[src/verilog/porbs_pkg.sv]
/*
 * Shared constants for the power-on, reset escalation and boot select block:
 * timing figures, derived cycle counts, register map and encodings.
 * Assumes a single 40 MHz clock that runs while the block is supplied.
 */
package porbs_pkg;

    localparam longint unsigned CLK_HZ        = 64'd40_000_000;
    localparam int              CNT_W         = 33;

    // Times in microseconds, as the hardware specifies them
    localparam longint unsigned DEBOUNCE_US   = 64'd16_000;
    localparam longint unsigned STAGE1_US     = 64'd10_256_000;
    localparam longint unsigned STAGE2_US     = 64'd2_000_000;
    localparam longint unsigned STAGE3_US     = 64'd128_000_000;
    localparam longint unsigned RST_HOLD_US   = 64'd200;

    // Least time rounded up to whole cycles, never below one
    function automatic longint unsigned cyc_of_us(input longint unsigned us);
        longint unsigned c;
        c = (us * CLK_HZ + 64'd999_999) / 64'd1_000_000;
        return (c == 64'd0) ? 64'd1 : c;
    endfunction

    localparam longint unsigned DEBOUNCE_CYC  = cyc_of_us(DEBOUNCE_US);
    localparam longint unsigned STAGE1_CYC    = cyc_of_us(STAGE1_US);
    localparam longint unsigned STAGE2_CYC    = cyc_of_us(STAGE2_US);
    localparam longint unsigned STAGE3_CYC    = cyc_of_us(STAGE3_US);
    localparam longint unsigned RST_HOLD_CYC  = cyc_of_us(RST_HOLD_US);

    // Register map (byte addresses)
    localparam int              ADDR_W        = 4;
    localparam logic [3:0]      REG_CTRL      = 4'h0;
    localparam logic [3:0]      REG_STATUS    = 4'h4;
    localparam logic [3:0]      REG_BOOT      = 4'h8;

    localparam int              CTRL_TYPE_BIT = 0;
    localparam int              CTRL_ACK_BIT  = 4;
    localparam logic            CTRL_TYPE_RST = 1'h0;

    localparam int              ST_STATE_LSB  = 0;
    localparam int              ST_BARK_BIT   = 4;
    localparam int              ST_BITE_BIT   = 5;
    localparam int              ST_HARD_BIT   = 6;
    localparam int              ST_KEY_BIT    = 7;
    localparam int              ST_RSTIN_BIT  = 8;

    localparam int              FAST_W        = 15;
    localparam int              BOOT_FAST_LSB = 0;
    localparam int              BOOT_USB_BIT  = 15;
    localparam int              BOOT_WDOG_BIT = 16;
    localparam int              BOOT_ORD_LSB  = 17;

    typedef enum logic [3:0] {
        PS_OFF   = 4'h1,
        PS_RESET = 4'h2,
        PS_RUN   = 4'h4,
        PS_BARK  = 4'h8
    } porbs_state_t;

    typedef enum logic {
        BITE_RESET    = 1'h0,
        BITE_SHUTDOWN = 1'h1
    } porbs_bite_t;

    typedef enum logic [2:0] {
        BOOT_A_B_USB = 3'h0,
        BOOT_B_A     = 3'h1,
        BOOT_A_ONLY  = 3'h2,
        BOOT_USB     = 3'h3,
        BOOT_FORCED  = 3'h4
    } porbs_boot_t;

endpackage

[src/verilog/porbs_trig_if.sv]
/*
 * Carrier between the top module and one reset trigger filter.
 * Assumes both ends sit on the same clock.
 */
interface porbs_trig_if;
    logic active;
    logic held;
    logic expired;

    modport filt (input active, output held, output expired);
    modport user (output active, input held, input expired);
endinterface

[src/verilog/porbs_trig_filter.sv]
/*
 * Debounce and delay timer for one reset trigger input.
 * Assumes the active level is already synchronous to mclk.
 */
module porbs_trig_filter #(
    parameter longint unsigned DEB_CYC = porbs_pkg::DEBOUNCE_CYC,
    parameter longint unsigned DLY_CYC = porbs_pkg::STAGE1_CYC
) (
    input wire logic       mclk,
    input wire logic       resetn,
    porbs_trig_if.filt     tif
);
    import porbs_pkg::*;

    logic [CNT_W-1:0] debCnt_r;
    logic [CNT_W-1:0] dlyCnt_r;
    logic             held_r;
    logic             expired_r;

    // A level change must hold for the whole debounce window
    always_ff @(posedge mclk) begin
        if (!resetn) begin
            debCnt_r <= '0;
            held_r   <= 1'b0;
        end else if (tif.active == held_r) begin
            debCnt_r <= '0;
        end else if (debCnt_r == CNT_W'(DEB_CYC - 64'd1)) begin
            debCnt_r <= '0;
            held_r   <= tif.active;
        end else begin
            debCnt_r <= debCnt_r + CNT_W'(1);
        end
    end

    // Delay timer restarts on every release
    always_ff @(posedge mclk) begin
        if (!resetn || !held_r) begin
            dlyCnt_r  <= '0;
            expired_r <= 1'b0;
        end else if (dlyCnt_r == CNT_W'(DLY_CYC - 64'd1)) begin
            expired_r <= 1'b1;
        end else begin
            dlyCnt_r <= dlyCnt_r + CNT_W'(1);
        end
    end

    assign tif.held    = held_r;
    assign tif.expired = expired_r;
endmodule

[src/verilog/porbs_top.sv]
/*
 * Power-on detection, three-stage reset escalation and boot select latch.
 * Assumes synchronous pin inputs, a free running mclk and fuse values that
 * are stable while reset_out_n is low.
 */
module porbs_top
#(
    parameter longint unsigned DEBOUNCE_CYC = porbs_pkg::DEBOUNCE_CYC,
    parameter longint unsigned STAGE1_CYC   = porbs_pkg::STAGE1_CYC,
    parameter longint unsigned STAGE2_CYC   = porbs_pkg::STAGE2_CYC,
    parameter longint unsigned STAGE3_CYC   = porbs_pkg::STAGE3_CYC,
    parameter longint unsigned RST_HOLD_CYC = porbs_pkg::RST_HOLD_CYC
) (
    input  wire logic                          mclk,
    input  wire logic                          resetn,
    input  wire logic                          powerKeyN,
    input  wire logic                          levelPowerOnIn,
    input  wire logic                          pmicResetInN,
    input  wire logic [3:0]                    bootSelectStraps,
    input  wire logic [porbs_pkg::FAST_W-1:4]  extBootStraps,
    input  wire logic                          overrideStrapPin,
    input  wire logic                          overrideKillFuse,
    input  wire logic                          fuseBootBlown,
    input  wire logic [porbs_pkg::FAST_W-1:0]  fuseFastBoot,
    input  wire logic [porbs_pkg::ADDR_W-1:0]  regAddr,
    input  wire logic [31:0]                   regWdata,
    input  wire logic                          regWr,
    input  wire logic                          regRd,
    output logic      [31:0]                   regRdata,
    output logic                               powerEnable,
    output logic                               resetOutN,
    output logic                               barkIrq,
    output logic                               strapSampleEn,
    output logic      [porbs_pkg::FAST_W-1:0]  fastBootField,
    output logic                               watchdogOff,
    output logic                               forcedUsbBoot,
    output porbs_pkg::porbs_boot_t             bootOrder
);
    import porbs_pkg::*;

    porbs_trig_if keyIf ();
    porbs_trig_if rstIf ();

    porbs_state_t     state_r;
    porbs_state_t     state_nxt;
    logic [CNT_W-1:0] stage2Cnt_r;
    logic [CNT_W-1:0] stage3Cnt_r;
    logic [CNT_W-1:0] holdCnt_r;
    logic             keyHeldD_r;
    logic             expiredD_r;
    logic             biteType_r;
    logic             barkSeen_r;
    logic             biteSeen_r;
    logic             hardSeen_r;
    logic [31:0]      regRdata_r;
    logic             powerEnable_r;
    logic             resetOutN_r;
    logic             barkIrq_r;
    logic             strapSampleEn_r;
    logic [FAST_W-1:0] fastBoot_r;
    logic             watchdogOff_r;
    logic             forcedUsb_r;
    porbs_boot_t      bootOrder_r;

    logic             keyRelease;
    logic             powerOnReq;
    logic             anyHeld;
    logic             expiredRise;
    logic             stage2Done;
    logic             stage3Done;
    logic             holdDone;
    logic             ackWr;
    logic             statusWr;
    logic [FAST_W-1:0] strapField;
    logic [FAST_W-1:0] bootField;

    assign keyIf.active = ~powerKeyN;
    assign rstIf.active = ~pmicResetInN;

    porbs_trig_filter #(
        .DEB_CYC (DEBOUNCE_CYC),
        .DLY_CYC (STAGE1_CYC)
    ) u_keyFilter (
        .mclk    (mclk),
        .resetn  (resetn),
        .tif     (keyIf)
    );

    porbs_trig_filter #(
        .DEB_CYC (DEBOUNCE_CYC),
        .DLY_CYC (STAGE1_CYC)
    ) u_rstFilter (
        .mclk    (mclk),
        .resetn  (resetn),
        .tif     (rstIf)
    );

    assign keyRelease  = keyHeldD_r & ~keyIf.held;
    assign powerOnReq  = keyRelease | levelPowerOnIn;
    assign anyHeld     = keyIf.held | rstIf.held;
    assign expiredRise = (keyIf.expired | rstIf.expired) & ~expiredD_r;
    assign stage2Done  = (state_r == PS_BARK) && (stage2Cnt_r == CNT_W'(STAGE2_CYC - 64'd1));
    assign stage3Done  = (state_r == PS_RUN || state_r == PS_BARK) &&
                         (stage3Cnt_r == CNT_W'(STAGE3_CYC - 64'd1));
    assign holdDone    = (state_r == PS_RESET) &&
                         (holdCnt_r == CNT_W'(RST_HOLD_CYC - 64'd1));
    assign ackWr       = regWr && regAddr == REG_CTRL && regWdata[CTRL_ACK_BIT];
    assign statusWr    = regWr && regAddr == REG_STATUS;

    always_ff @(posedge mclk) begin
        if (!resetn) begin
            keyHeldD_r <= 1'b0;
            expiredD_r <= 1'b0;
        end else begin
            keyHeldD_r <= keyIf.held;
            expiredD_r <= keyIf.expired | rstIf.expired;
        end
    end

    // Stage three always wins over stage two when both end together
    always_comb begin
        state_nxt = state_r;
        case (state_r)
            PS_OFF: begin
                if (powerOnReq) begin
                    state_nxt = PS_RESET;
                end
            end
            PS_RESET: begin
                if (holdDone) begin
                    state_nxt = PS_RUN;
                end
            end
            PS_RUN: begin
                if (stage3Done) begin
                    state_nxt = PS_RESET;
                end else if (expiredRise) begin
                    state_nxt = PS_BARK;
                end
            end
            PS_BARK: begin
                if (stage3Done) begin
                    state_nxt = PS_RESET;
                end else if (stage2Done) begin
                    state_nxt = (biteType_r == BITE_SHUTDOWN) ? PS_OFF : PS_RESET;
                end else if (ackWr || !anyHeld) begin
                    state_nxt = PS_RUN;
                end
            end
            default: begin
                state_nxt = PS_OFF;
            end
        endcase
    end

    // Only PS_OFF looks at power-on triggers, so a powered system ignores them
    always_ff @(posedge mclk) begin
        if (!resetn) begin
            state_r <= PS_OFF;
        end else begin
            state_r <= state_nxt;
        end
    end

    // Stage two only starts after stage one has expired
    always_ff @(posedge mclk) begin
        if (!resetn || state_r != PS_BARK) begin
            stage2Cnt_r <= '0;
        end else if (!stage2Done) begin
            stage2Cnt_r <= stage2Cnt_r + CNT_W'(1);
        end
    end

    // Shared by both triggers and free of the stage one/two chain
    always_ff @(posedge mclk) begin
        if (!resetn || !anyHeld || stage3Done ||
            !(state_r == PS_RUN || state_r == PS_BARK)) begin
            stage3Cnt_r <= '0;
        end else begin
            stage3Cnt_r <= stage3Cnt_r + CNT_W'(1);
        end
    end

    always_ff @(posedge mclk) begin
        if (!resetn || state_r != PS_RESET) begin
            holdCnt_r <= '0;
        end else if (!holdDone) begin
            holdCnt_r <= holdCnt_r + CNT_W'(1);
        end
    end

    always_ff @(posedge mclk) begin
        if (!resetn) begin
            powerEnable_r   <= 1'b0;
            resetOutN_r     <= 1'b0;
            strapSampleEn_r <= 1'b0;
            barkIrq_r       <= 1'b0;
        end else begin
            powerEnable_r   <= state_nxt != PS_OFF;
            resetOutN_r     <= state_nxt == PS_RUN || state_nxt == PS_BARK;
            strapSampleEn_r <= state_nxt == PS_RESET;
            barkIrq_r       <= state_nxt == PS_BARK;
        end
    end

    // Boot field assembly from straps, or from fuses once programmed
    always_comb begin
        strapField      = '0;
        strapField[2:0] = bootSelectStraps[3:1];
        strapField[3]   = bootSelectStraps[0];
        strapField[FAST_W-1:4] = extBootStraps;
        bootField       = fuseBootBlown ? fuseFastBoot : strapField;
    end

    // Captured on the same edge on which reset_out_n rises
    always_ff @(posedge mclk) begin
        if (!resetn) begin
            fastBoot_r    <= '0;
            watchdogOff_r <= 1'b0;
            forcedUsb_r   <= 1'b0;
            bootOrder_r   <= BOOT_A_B_USB;
        end else if (holdDone) begin
            fastBoot_r    <= bootField;
            watchdogOff_r <= bootSelectStraps[1];
            forcedUsb_r   <= overrideStrapPin & ~overrideKillFuse;
            if (overrideStrapPin && !overrideKillFuse) begin
                bootOrder_r <= BOOT_FORCED;
            end else begin
                case (bootField[2:0])
                    3'h1: bootOrder_r <= BOOT_B_A;
                    3'h2: bootOrder_r <= BOOT_A_ONLY;
                    3'h3: bootOrder_r <= BOOT_USB;
                    default: bootOrder_r <= BOOT_A_B_USB;
                endcase
            end
        end
    end

    always_ff @(posedge mclk) begin
        if (!resetn) begin
            biteType_r <= CTRL_TYPE_RST;
        end else if (regWr && regAddr == REG_CTRL) begin
            biteType_r <= regWdata[CTRL_TYPE_BIT];
        end
    end

    // Sticky event flags: write one clears, a same-cycle event wins
    always_ff @(posedge mclk) begin
        if (!resetn) begin
            barkSeen_r <= 1'b0;
            biteSeen_r <= 1'b0;
            hardSeen_r <= 1'b0;
        end else begin
            barkSeen_r <= (state_nxt == PS_BARK && state_r == PS_RUN) |
                          (barkSeen_r & ~(statusWr & regWdata[ST_BARK_BIT]));
            biteSeen_r <= (stage2Done & ~stage3Done) |
                          (biteSeen_r & ~(statusWr & regWdata[ST_BITE_BIT]));
            hardSeen_r <= stage3Done |
                          (hardSeen_r & ~(statusWr & regWdata[ST_HARD_BIT]));
        end
    end

    always_ff @(posedge mclk) begin
        if (!resetn || !regRd) begin
            regRdata_r <= '0;
        end else begin
            regRdata_r <= '0;
            case (regAddr)
                REG_CTRL: regRdata_r[CTRL_TYPE_BIT] <= biteType_r;
                REG_STATUS: begin
                    regRdata_r[ST_STATE_LSB +: 4] <= state_r;
                    regRdata_r[ST_BARK_BIT]       <= barkSeen_r;
                    regRdata_r[ST_BITE_BIT]       <= biteSeen_r;
                    regRdata_r[ST_HARD_BIT]       <= hardSeen_r;
                    regRdata_r[ST_KEY_BIT]        <= keyIf.held;
                    regRdata_r[ST_RSTIN_BIT]      <= rstIf.held;
                end
                REG_BOOT: begin
                    regRdata_r[BOOT_FAST_LSB +: FAST_W] <= fastBoot_r;
                    regRdata_r[BOOT_USB_BIT]            <= forcedUsb_r;
                    regRdata_r[BOOT_WDOG_BIT]           <= watchdogOff_r;
                    regRdata_r[BOOT_ORD_LSB +: 3]       <= bootOrder_r;
                end
                default: regRdata_r <= '0;
            endcase
        end
    end

    assign regRdata      = regRdata_r;
    assign powerEnable   = powerEnable_r;
    assign resetOutN     = resetOutN_r;
    assign barkIrq       = barkIrq_r;
    assign strapSampleEn = strapSampleEn_r;
    assign fastBootField = fastBoot_r;
    assign watchdogOff   = watchdogOff_r;
    assign forcedUsbBoot = forcedUsb_r;
    assign bootOrder     = bootOrder_r;

    a_key_power_on: assert property (@(posedge mclk) disable iff (!resetn)
        state_r == PS_OFF && keyRelease |=> state_r == PS_RESET ##1 !resetOutN_r)
        else $error("key release did not start power-on");

    a_level_power_on: assert property (@(posedge mclk) disable iff (!resetn)
        state_r == PS_OFF && levelPowerOnIn |=> powerEnable_r && state_r == PS_RESET)
        else $error("level input did not start power-on");

    a_bark_irq: assert property (@(posedge mclk) disable iff (!resetn)
        state_r == PS_RUN && expiredRise && !stage3Done |=> barkIrq_r && barkSeen_r)
        else $error("stage one expiry raised no interrupt");

    a_bite_type: assert property (@(posedge mclk) disable iff (!resetn)
        stage2Done && !stage3Done |=>
            (biteType_r == BITE_SHUTDOWN) ? !powerEnable_r : !resetOutN_r && powerEnable_r)
        else $error("stage two bite ignored its type");

    a_stage3_first: assert property (@(posedge mclk) disable iff (!resetn)
        stage3Done |=> state_r == PS_RESET && !resetOutN_r && powerEnable_r && hardSeen_r)
        else $error("stage three did not force a reset");

    a_strap_sample: assert property (@(posedge mclk) disable iff (!resetn)
        strapSampleEn_r == (state_r == PS_RESET))
        else $error("strap sampling window wrong");

    a_strap_latch: assert property (@(posedge mclk) disable iff (!resetn)
        $rose(resetOutN_r) && !$past(fuseBootBlown) |->
            fastBoot_r[2:0] == $past(bootSelectStraps[3:1]) &&
            watchdogOff_r == $past(bootSelectStraps[1]))
        else $error("straps not latched at reset release");

    a_forced_usb: assert property (@(posedge mclk) disable iff (!resetn)
        $rose(resetOutN_r) |->
            (bootOrder_r == BOOT_FORCED) == $past(overrideStrapPin && !overrideKillFuse))
        else $error("override strap handling wrong");

    a_no_restart: assert property (@(posedge mclk) disable iff (!resetn)
        state_r == PS_RUN && !stage3Done |=> state_r != PS_RESET && resetOutN_r)
        else $error("running system restarted without a bite");

    c_key_power: cover property (@(posedge mclk) disable iff (!resetn)
        state_r == PS_OFF && keyRelease);
    c_bark_ack: cover property (@(posedge mclk) disable iff (!resetn)
        state_r == PS_BARK && ackWr);
    c_bite: cover property (@(posedge mclk) disable iff (!resetn)
        stage2Done && !stage3Done);
    c_stage3: cover property (@(posedge mclk) disable iff (!resetn) stage3Done);
endmodule

[config.mk]
export PLATFORM = sky130hd
export DESIGN_NAME = porbs_top
export DESIGN_NICKNAME = d
export VERILOG_FILES = /design/src/verilog/porbs_pkg.sv /design/src/verilog/porbs_trig_if.sv /design/src/verilog/porbs_trig_filter.sv /design/src/verilog/porbs_top.sv
export SDC_FILE = /design/constraint.sdc
export NUM_CORES = 1
export LEC_CHECK = 0
export BUFFER_PORTS_ARGS = -buffer_cell sky130_fd_sc_hd__buf_2
export CORE_MARGIN = 3
export CORE_UTILIZATION = 30
export DETAILED_ROUTE_END_ITERATION = 10
export GPL_ROUTABILITY_DRIVEN = 0
export PLACE_DENSITY_LB_ADDON = 0.05
export REMOVE_ABC_BUFFERS = 1
export SLEW_MARGIN = 20
export SYNTH_ARGS = -nofsm -noshare
export SYNTH_HDL_FRONTEND = slang
export SYNTH_HIERARCHICAL = 1
export SYNTH_SLANG_ARGS = --single-unit
[constraint.sdc]
create_clock -name mclk -period 5.7 [get_ports mclk]
set_input_delay 0.57 -clock mclk [delete_from_list [all_inputs] [get_ports mclk]]
set_output_delay 0.57 -clock mclk [all_outputs]
set_load 0.01 [all_outputs]
### Yosys cells after proc, flatten, opt, wreduce, memory -nomap -nowiden

Index checks and enable logic that the tools add are counted.
W data, S select, Z words.

| word-level totals | value |
|---|---|
| logic and storage cells | 135 |
| register bits | 301 |
| output and inout port bits | 56 |

| operators by class | value |
|---|---|
| reductions and logical operators | 32 |
| bitwise logic cells | 29 |
| multiplexer cells | 14 |
| add/sub/neg operators | 7 |
| equal/unequal tests | 24 |

Operators by type and width:

| kind | count |
|---|---|
| $add A33 B1 Y33 const B | 7 |
| $eq A33 B20 Y1 const B | 2 |
| $eq A33 B29 Y1 const B | 2 |
| $eq A33 B13 Y1 const B | 1 |
| $eq A33 B27 Y1 const B | 1 |
| $eq A33 B33 Y1 const B | 1 |
| $mux W4 | 7 |
| $pmux W4 S4 | 1 |
| $pmux W8 S2 | 1 |
| $mux W15 | 1 |
| $not A1 Y1 | 13 |
| $eq A4 B3 Y1 const B | 3 |
| $eq A4 B4 Y1 const B | 3 |
| $logic_or A1 B1 Y1 | 11 |
| $and A1 B1 Y1 | 10 |
| $eq A4 B2 Y1 const B | 2 |
| $logic_and A1 B1 Y1 | 8 |
| $logic_not A1 Y1 | 7 |
| $eq A3 B2 Y1 const B | 2 |
| $or A1 B1 Y1 | 6 |
| $pmux W2 S3 | 1 |
| $reduce_or A3 Y1 | 2 |
| $eq A4 B1 Y1 const B | 1 |
| $logic_not A4 Y1 | 1 |
| other kinds (10) | 12 |

### Longest topological paths before layout

| logic depth | value |
|---|---|
| depth in word-level cells | 11 |
| depth in mapped cells | 9 |

### Cells and area by module

The synthesis kept the hierarchy.

By module, submodules not included:

| module | instances | sequential area each (um2) | area an instance (um2) | cells an instance |
|---|---|---|---|---|
| porbs_top | 1 | 3022.9 | 7125.6 | 810 |
| porbs_trig_filter | 2 | 1361.3 | 3204.3 | 368 |

### Least setup slack after synthesis

No wires, ideal clock.

| timing path | value |
|---|---|
| path kind | flip-flop to flip-flop |
| start point | register stage3Cnt_r[0] |
| end point | register state_r[2] |
| setup time | 117 ps |
| cell stages (with the launch flop) | 8 |
| arrival | 1980 ps |
| required time | 5583 ps |
| setup slack | 3603 ps |
| path through | dfxtp_1 -> ha_1 -> and4_4 -> nand4_4 -> or4_1 -> buf_2 -> and3_1 -> a22o_1 |

| on the way | value |
|---|---|
| longest elaborated chain between the ends | 4 |

RTL lines:

| item | RTL line | source |
|---|---|---|
| start, declared | porbs_top.sv:47 | `logic [CNT_W-1:0] stage3Cnt_r;` |
| start signal, assigned | porbs_top.sv:180 | `stage3Cnt_r <= stage3Cnt_r + CNT_W'(1);` |
| $eq A33 B33 Y1 * | porbs_top.sv:104 | `(stage3Cnt_r == CNT_W'(STAGE3_CYC - 64'd1));` |
| $logic_and A1 B1 Y1 * | porbs_top.sv:103 | `assign stage3Done = (state_r == PS_RUN \|\| state_r == PS_BARK) &&` |
| $mux W4 (on tied branches) | porbs_top.sv:142, porbs_top.sv:135 |  |
| $pmux W4 S4 * | porbs_top.sv:123 | `case (state_r)` |
| end signal, assigned | porbs_top.sv:161 | `state_r <= state_nxt;` |
| end, declared | porbs_top.sv:44 | `porbs_state_t state_r;` |

Every way passes the cells marked *; elsewhere a longest branch is shown, timed or not.
A chain may end at the register's enable or synchronous reset.

### Worst setup path after layout

| timing path | value |
|---|---|
| start point | register stage3Cnt_r[0] |
| end point | register stage3Cnt_r[7] |

| on the way | value |
|---|---|
| longest elaborated chain between the ends | 4 |

RTL lines:

| item |
|---|
| branches (longest 4 deep; another with $add A33 B1 Y33) |

Several ways; the timed one is not identified.

==> out/results.md <==
- 1699 — net count reported at finish
- 45.5% — Reg power frac
- 0.54 ns — latest clock arrival within the worst-skew pair
- stage3Cnt_r[0]$_SDFF_PP0_ — reg-to-reg critical path startpoint
- 1.7% — combinational share of power
- 0.0001583 V — maximum vdd ir drop
- 10348 — vias in the first global route
- 1546 — Synth Instances
- 91 — number of port buffers
- 14.98% — post-synthesis to final-layout area growth
- 0 — final antenna-violating net count
- 13530 um^2 — area of the mapped netlist
- 372.4 MHz — Fmax
- 0.9934 ns — Worst Tran Pin Value
- 10872 — Via Count
- 2 — H-tree depth
- 0.01889 ns — final clock skew
- 0 — drt drc
- regWdata[0] — startpoint of the tightest hold check path
- 6.09 ns — critical path data required time
- 5 — total iterations of the first detailed-routing run
- 0.003479 W — Cell Int Power
- 2.954 ns — worst slack at placement
- 52.8% — clock group share of total power
- 0.77 ns — delay of the slowest cell on the worst path
- 3.02 ns — slack of the worst reg-to-reg path
- 33.22% — worst slew margin relative to its limit
- 0 — count of instances resized after the clock tree is built
- 0.05 ns — clock slew at reported path FFs
- sky130_fd_sc_hd__clkbuf_16 — clock root buffer
- flop — critical path endpoint category
- 3.015 ns — Final WS setup
- yes — TritonCTS clock tree
- 218.4 um — Die Ht
- 3.08 ns — Crit path arrival time
- 47.10% — Tcrit/Tclk final
- 0 — final count of pins violating max slew
- 0 — number of inserted diodes
- 7242 um^2 — multi-input combinational cell area
- 0 — setup violation total in the final timing report
- 44410 um^2 — core area
- 0% — asr flop ratio synth
- 55280 um — first-pass GRT wire length
- 218.4 um — horizontal die dimension
- 5 — initial antenna violation count
- 48 — maximum number of pins on one net before global-route repair
- flop to flop — type of the worst setup path
- 77 — standard-cell row count
- 15.18 um — Wirelength per Cell
- 8.754 um^2 — Syn Area/Cell
- 13.41% — ratio of cells with drive above 1 in the final layout
- 0 — count of flip-flops with a built-in enable after synthesis
- stage3Cnt_r[7]$_SDFF_PP0_ — worst reg2reg endpoint
- 42.45% — sequential fraction of the synthesis area
- 6 — warnings from Yosys
- 0 — final hold violation count
- flop — launching element type of the critical path
- 37 — total CTS buffers
- 21.53% — fraction of power spent switching nets
- 284.9 nW/um^2 — power density of the placed cells
- 6 — Worst Reg-to-Reg Cells
- 3 — depth of the worst hold-timing path
- 33880 um — DRT Wirelength
- sky130_fd_sc_hd__or4_1 — cell type of the slowest stage on the worst timing path
- 5746 um^2 — Sequential Area
- false — setup repair after global routing missed its margin
- 14.13% — global routing usage summed across all routing layers
- 5.040 nW — Lkg Pwr
- completed — result of the run
- 0.0009545 W — Sw Pwr
- 33 — Max FO, Critical Path
- 4.871 — vias per cell
- 0 — CTS Hold Buffers Added
- 287 — number of sinks driven by the clock tree
- 23020 um — Detail Placement HPWL
- 0 ns — total negative slack
- 2.685 ns — final critical delay including setup and external delays
- 447 — iteration-0 DRC count of the detailed router
- 132 — I/O pin count
- 287 — total of flip-flops plus latches after synthesis
- ha_1, and4_4, nand4_4, or4_1, nand3_2, nor2_1 — CP cell instances
- input pin to flop — class of the tightest hold or removal check
- 30.47% — starting density of the core
- 4618 — count of fill cells added during filler insertion
- biteType_r$_SDFFE_PN0N_ — endpoint of the worst hold path
- 0 — number of post-CTS setup repair buffers
- 3 — clock buffer depth
- 73 — post-synthesis cell type count
- 47700 um^2 — Total Die Area
- 0 — maxcap violations
- 0 — grt total ovfl
- sky130_fd_sc_hd__dfxtp_1 — flip-flop cell with the highest count after synthesis
-- cell usage after synthesis (19+ instances only) --
cell type                  number  share of area [%]
sky130_fd_sc_hd__nor3_1        49                1.8
sky130_fd_sc_hd__nand3_1       87                3.2
sky130_fd_sc_hd__buf_4         20                1.1
sky130_fd_sc_hd__inv_1         27               0.75
sky130_fd_sc_hd__nand2_1       94                2.6
sky130_fd_sc_hd__and3_1        24                1.1
sky130_fd_sc_hd__clkbuf_1      27               0.75
sky130_fd_sc_hd__xor2_1        79                5.1
sky130_fd_sc_hd__and4_1        27                1.7
sky130_fd_sc_hd__dfxtp_1      287                 42
sky130_fd_sc_hd__or3_1         47                2.2
sky130_fd_sc_hd__a21oi_1       54                2.0
sky130_fd_sc_hd__nor2_1       236                6.5
sky130_fd_sc_hd__or4_1         19                1.1
sky130_fd_sc_hd__nand4_1       61                2.8
sky130_fd_sc_hd__mux2i_1       27                2.0
sky130_fd_sc_hd__xnor2_1       83                5.4
sky130_fd_sc_hd__o21ai_0       48                1.8
sky130_fd_sc_hd__nor4_1        49                2.3
-- cells in the final DEF, fill, tap and decap left out, types with 10 or more instances in the layout --
cell | Yosys | routed
sky130_fd_sc_hd__dfxtp_1 | 287 | 287
sky130_fd_sc_hd__inv_1 | 27 | 27
sky130_fd_sc_hd__o31ai_1 | 10 | 10
sky130_fd_sc_hd__mux2i_1 | 27 | 27
sky130_fd_sc_hd__a211oi_2 | 17 | 17
sky130_fd_sc_hd__nor4_1 | 49 | 49
sky130_fd_sc_hd__buf_2 | 17 | 91
sky130_fd_sc_hd__and3_1 | 24 | 24
sky130_fd_sc_hd__or4_1 | 19 | 19
sky130_fd_sc_hd__clkbuf_16 | 0 | 39
sky130_fd_sc_hd__a21oi_1 | 54 | 54
sky130_fd_sc_hd__or3_1 | 47 | 47
sky130_fd_sc_hd__xnor2_1 | 83 | 83
sky130_fd_sc_hd__and2_1 | 16 | 16
sky130_fd_sc_hd__xor2_1 | 79 | 79
sky130_fd_sc_hd__nand4_1 | 61 | 61
sky130_fd_sc_hd__conb_1 | 1 | 12
sky130_fd_sc_hd__and4_1 | 27 | 27
sky130_fd_sc_hd__nand3_1 | 87 | 87
sky130_fd_sc_hd__nand2_1 | 94 | 94
sky130_fd_sc_hd__nor2_1 | 236 | 236
sky130_fd_sc_hd__nor3_1 | 49 | 46
sky130_fd_sc_hd__nor4b_1 | 15 | 15
sky130_fd_sc_hd__o21ai_0 | 48 | 48
-- how the worst max path moves through the flow --
| stage | start | endpoint | slack, ns |
|---|---|---|---|
| after floorplan | state_r[1]$_SDFF_PN0_ | holdCnt_r[3]$_SDFFE_PP0N_ | 2.61 |
| after global placement | stage3Cnt_r[0]$_SDFF_PP0_ | stage3Cnt_r[11]$_SDFF_PP0_ | 2.96 |
| after detailed placement | stage3Cnt_r[0]$_SDFF_PP0_ | stage3Cnt_r[32]$_SDFF_PP0_ | 2.95 |
| after CTS | stage3Cnt_r[0]$_SDFF_PP0_ | stage3Cnt_r[25]$_SDFF_PP0_ | 2.95 |
| after global routing | stage2Cnt_r[3]$_SDFFE_PP0N_ | stage2Cnt_r[3]$_SDFFE_PP0N_ | 2.72 |
| final | stage3Cnt_r[0]$_SDFF_PP0_ | stage3Cnt_r[7]$_SDFF_PP0_ | 3.02 |
-- worst max-delay path, delay by kind of cell, from the launching register on --
family	cells	cell delay, ns
adders and majority gates	1	0.22
DFF	1	0.36
and+or+nand+nor	5	1.96
-- registers in the layout (all words and copies together), names as in the netlist, 4 cells and up --
register	count
fastBootField	15
holdCnt_r	33
regRdata	19
stage2Cnt_r	33
stage3Cnt_r	33
state_r	4
u_keyFilter/debCnt_r	33
u_keyFilter/dlyCnt_r	33
u_rstFilter/debCnt_r	33
u_rstFilter/dlyCnt_r	33
-- final cells by class --
cell class | count | share of cell area [%]
Tap cell | 592 | 4.760
Clock inverter | 7 | 0.5950
Inverter | 28 | 0.6754
Sequential cell | 287 | 36.92
Clock buffer | 56 | 7.196
Multi-Input combinational cell | 1163 | 46.54
Timing Repair Buffer | 99 | 3.313
-- power groups by stage --
stage                     clock [W]  combinational (W)  sequential [W]
final                       0.00234          0.0000753         0.00202
after global routing        0.00253          0.0000841         0.00202
after CTS                   0.00244          0.0000773         0.00202
after detailed placement          0          0.0000770         0.00206
after global placement            0          0.0000768         0.00206
after floorplan                   0          0.0000350         0.00206
-- routing by layer --
layer	global-route usage (%)	wire, um	vias up
li1	-	-	5627
met1	19.38	16950	5058
met2	22.32	14860	124
met3	3.337	1386	57
met4	3.675	654	6
met5	0	33	-
-- cell families after synthesis --
kind of cell | after synthesis | share of synthesized area, %
and+or+nand+nor | 790 | 31.88
xor gates and xnor gates | 162 | 10.48
adders and majority gates | 7 | 0.6471
AOI/OAI and AO/OA | 165 | 7.997
buffers and inverters | 107 | 4.521
DFF | 287 | 42.45
other | 1 | 0.02771
muxes | 27 | 1.997
-- per-stage QoR --
step	std cells	total power [W]	utilization (%)	cell area [um^2]	hold WS, ns
after floorplan	1478	0.002094	-	13070	0.4263
after global placement	2169	0.002137	32.26	14330	0.4406
after detailed placement	2169	0.002137	32.29	14340	0.4523
after CTS	2232	0.004533	35.02	15550	0.2283
after global routing	2232	0.004625	35.04	15560	0.2750
final	2232	0.004434	35.04	15560	0.2651
Power figures use the tool's default switching activity.
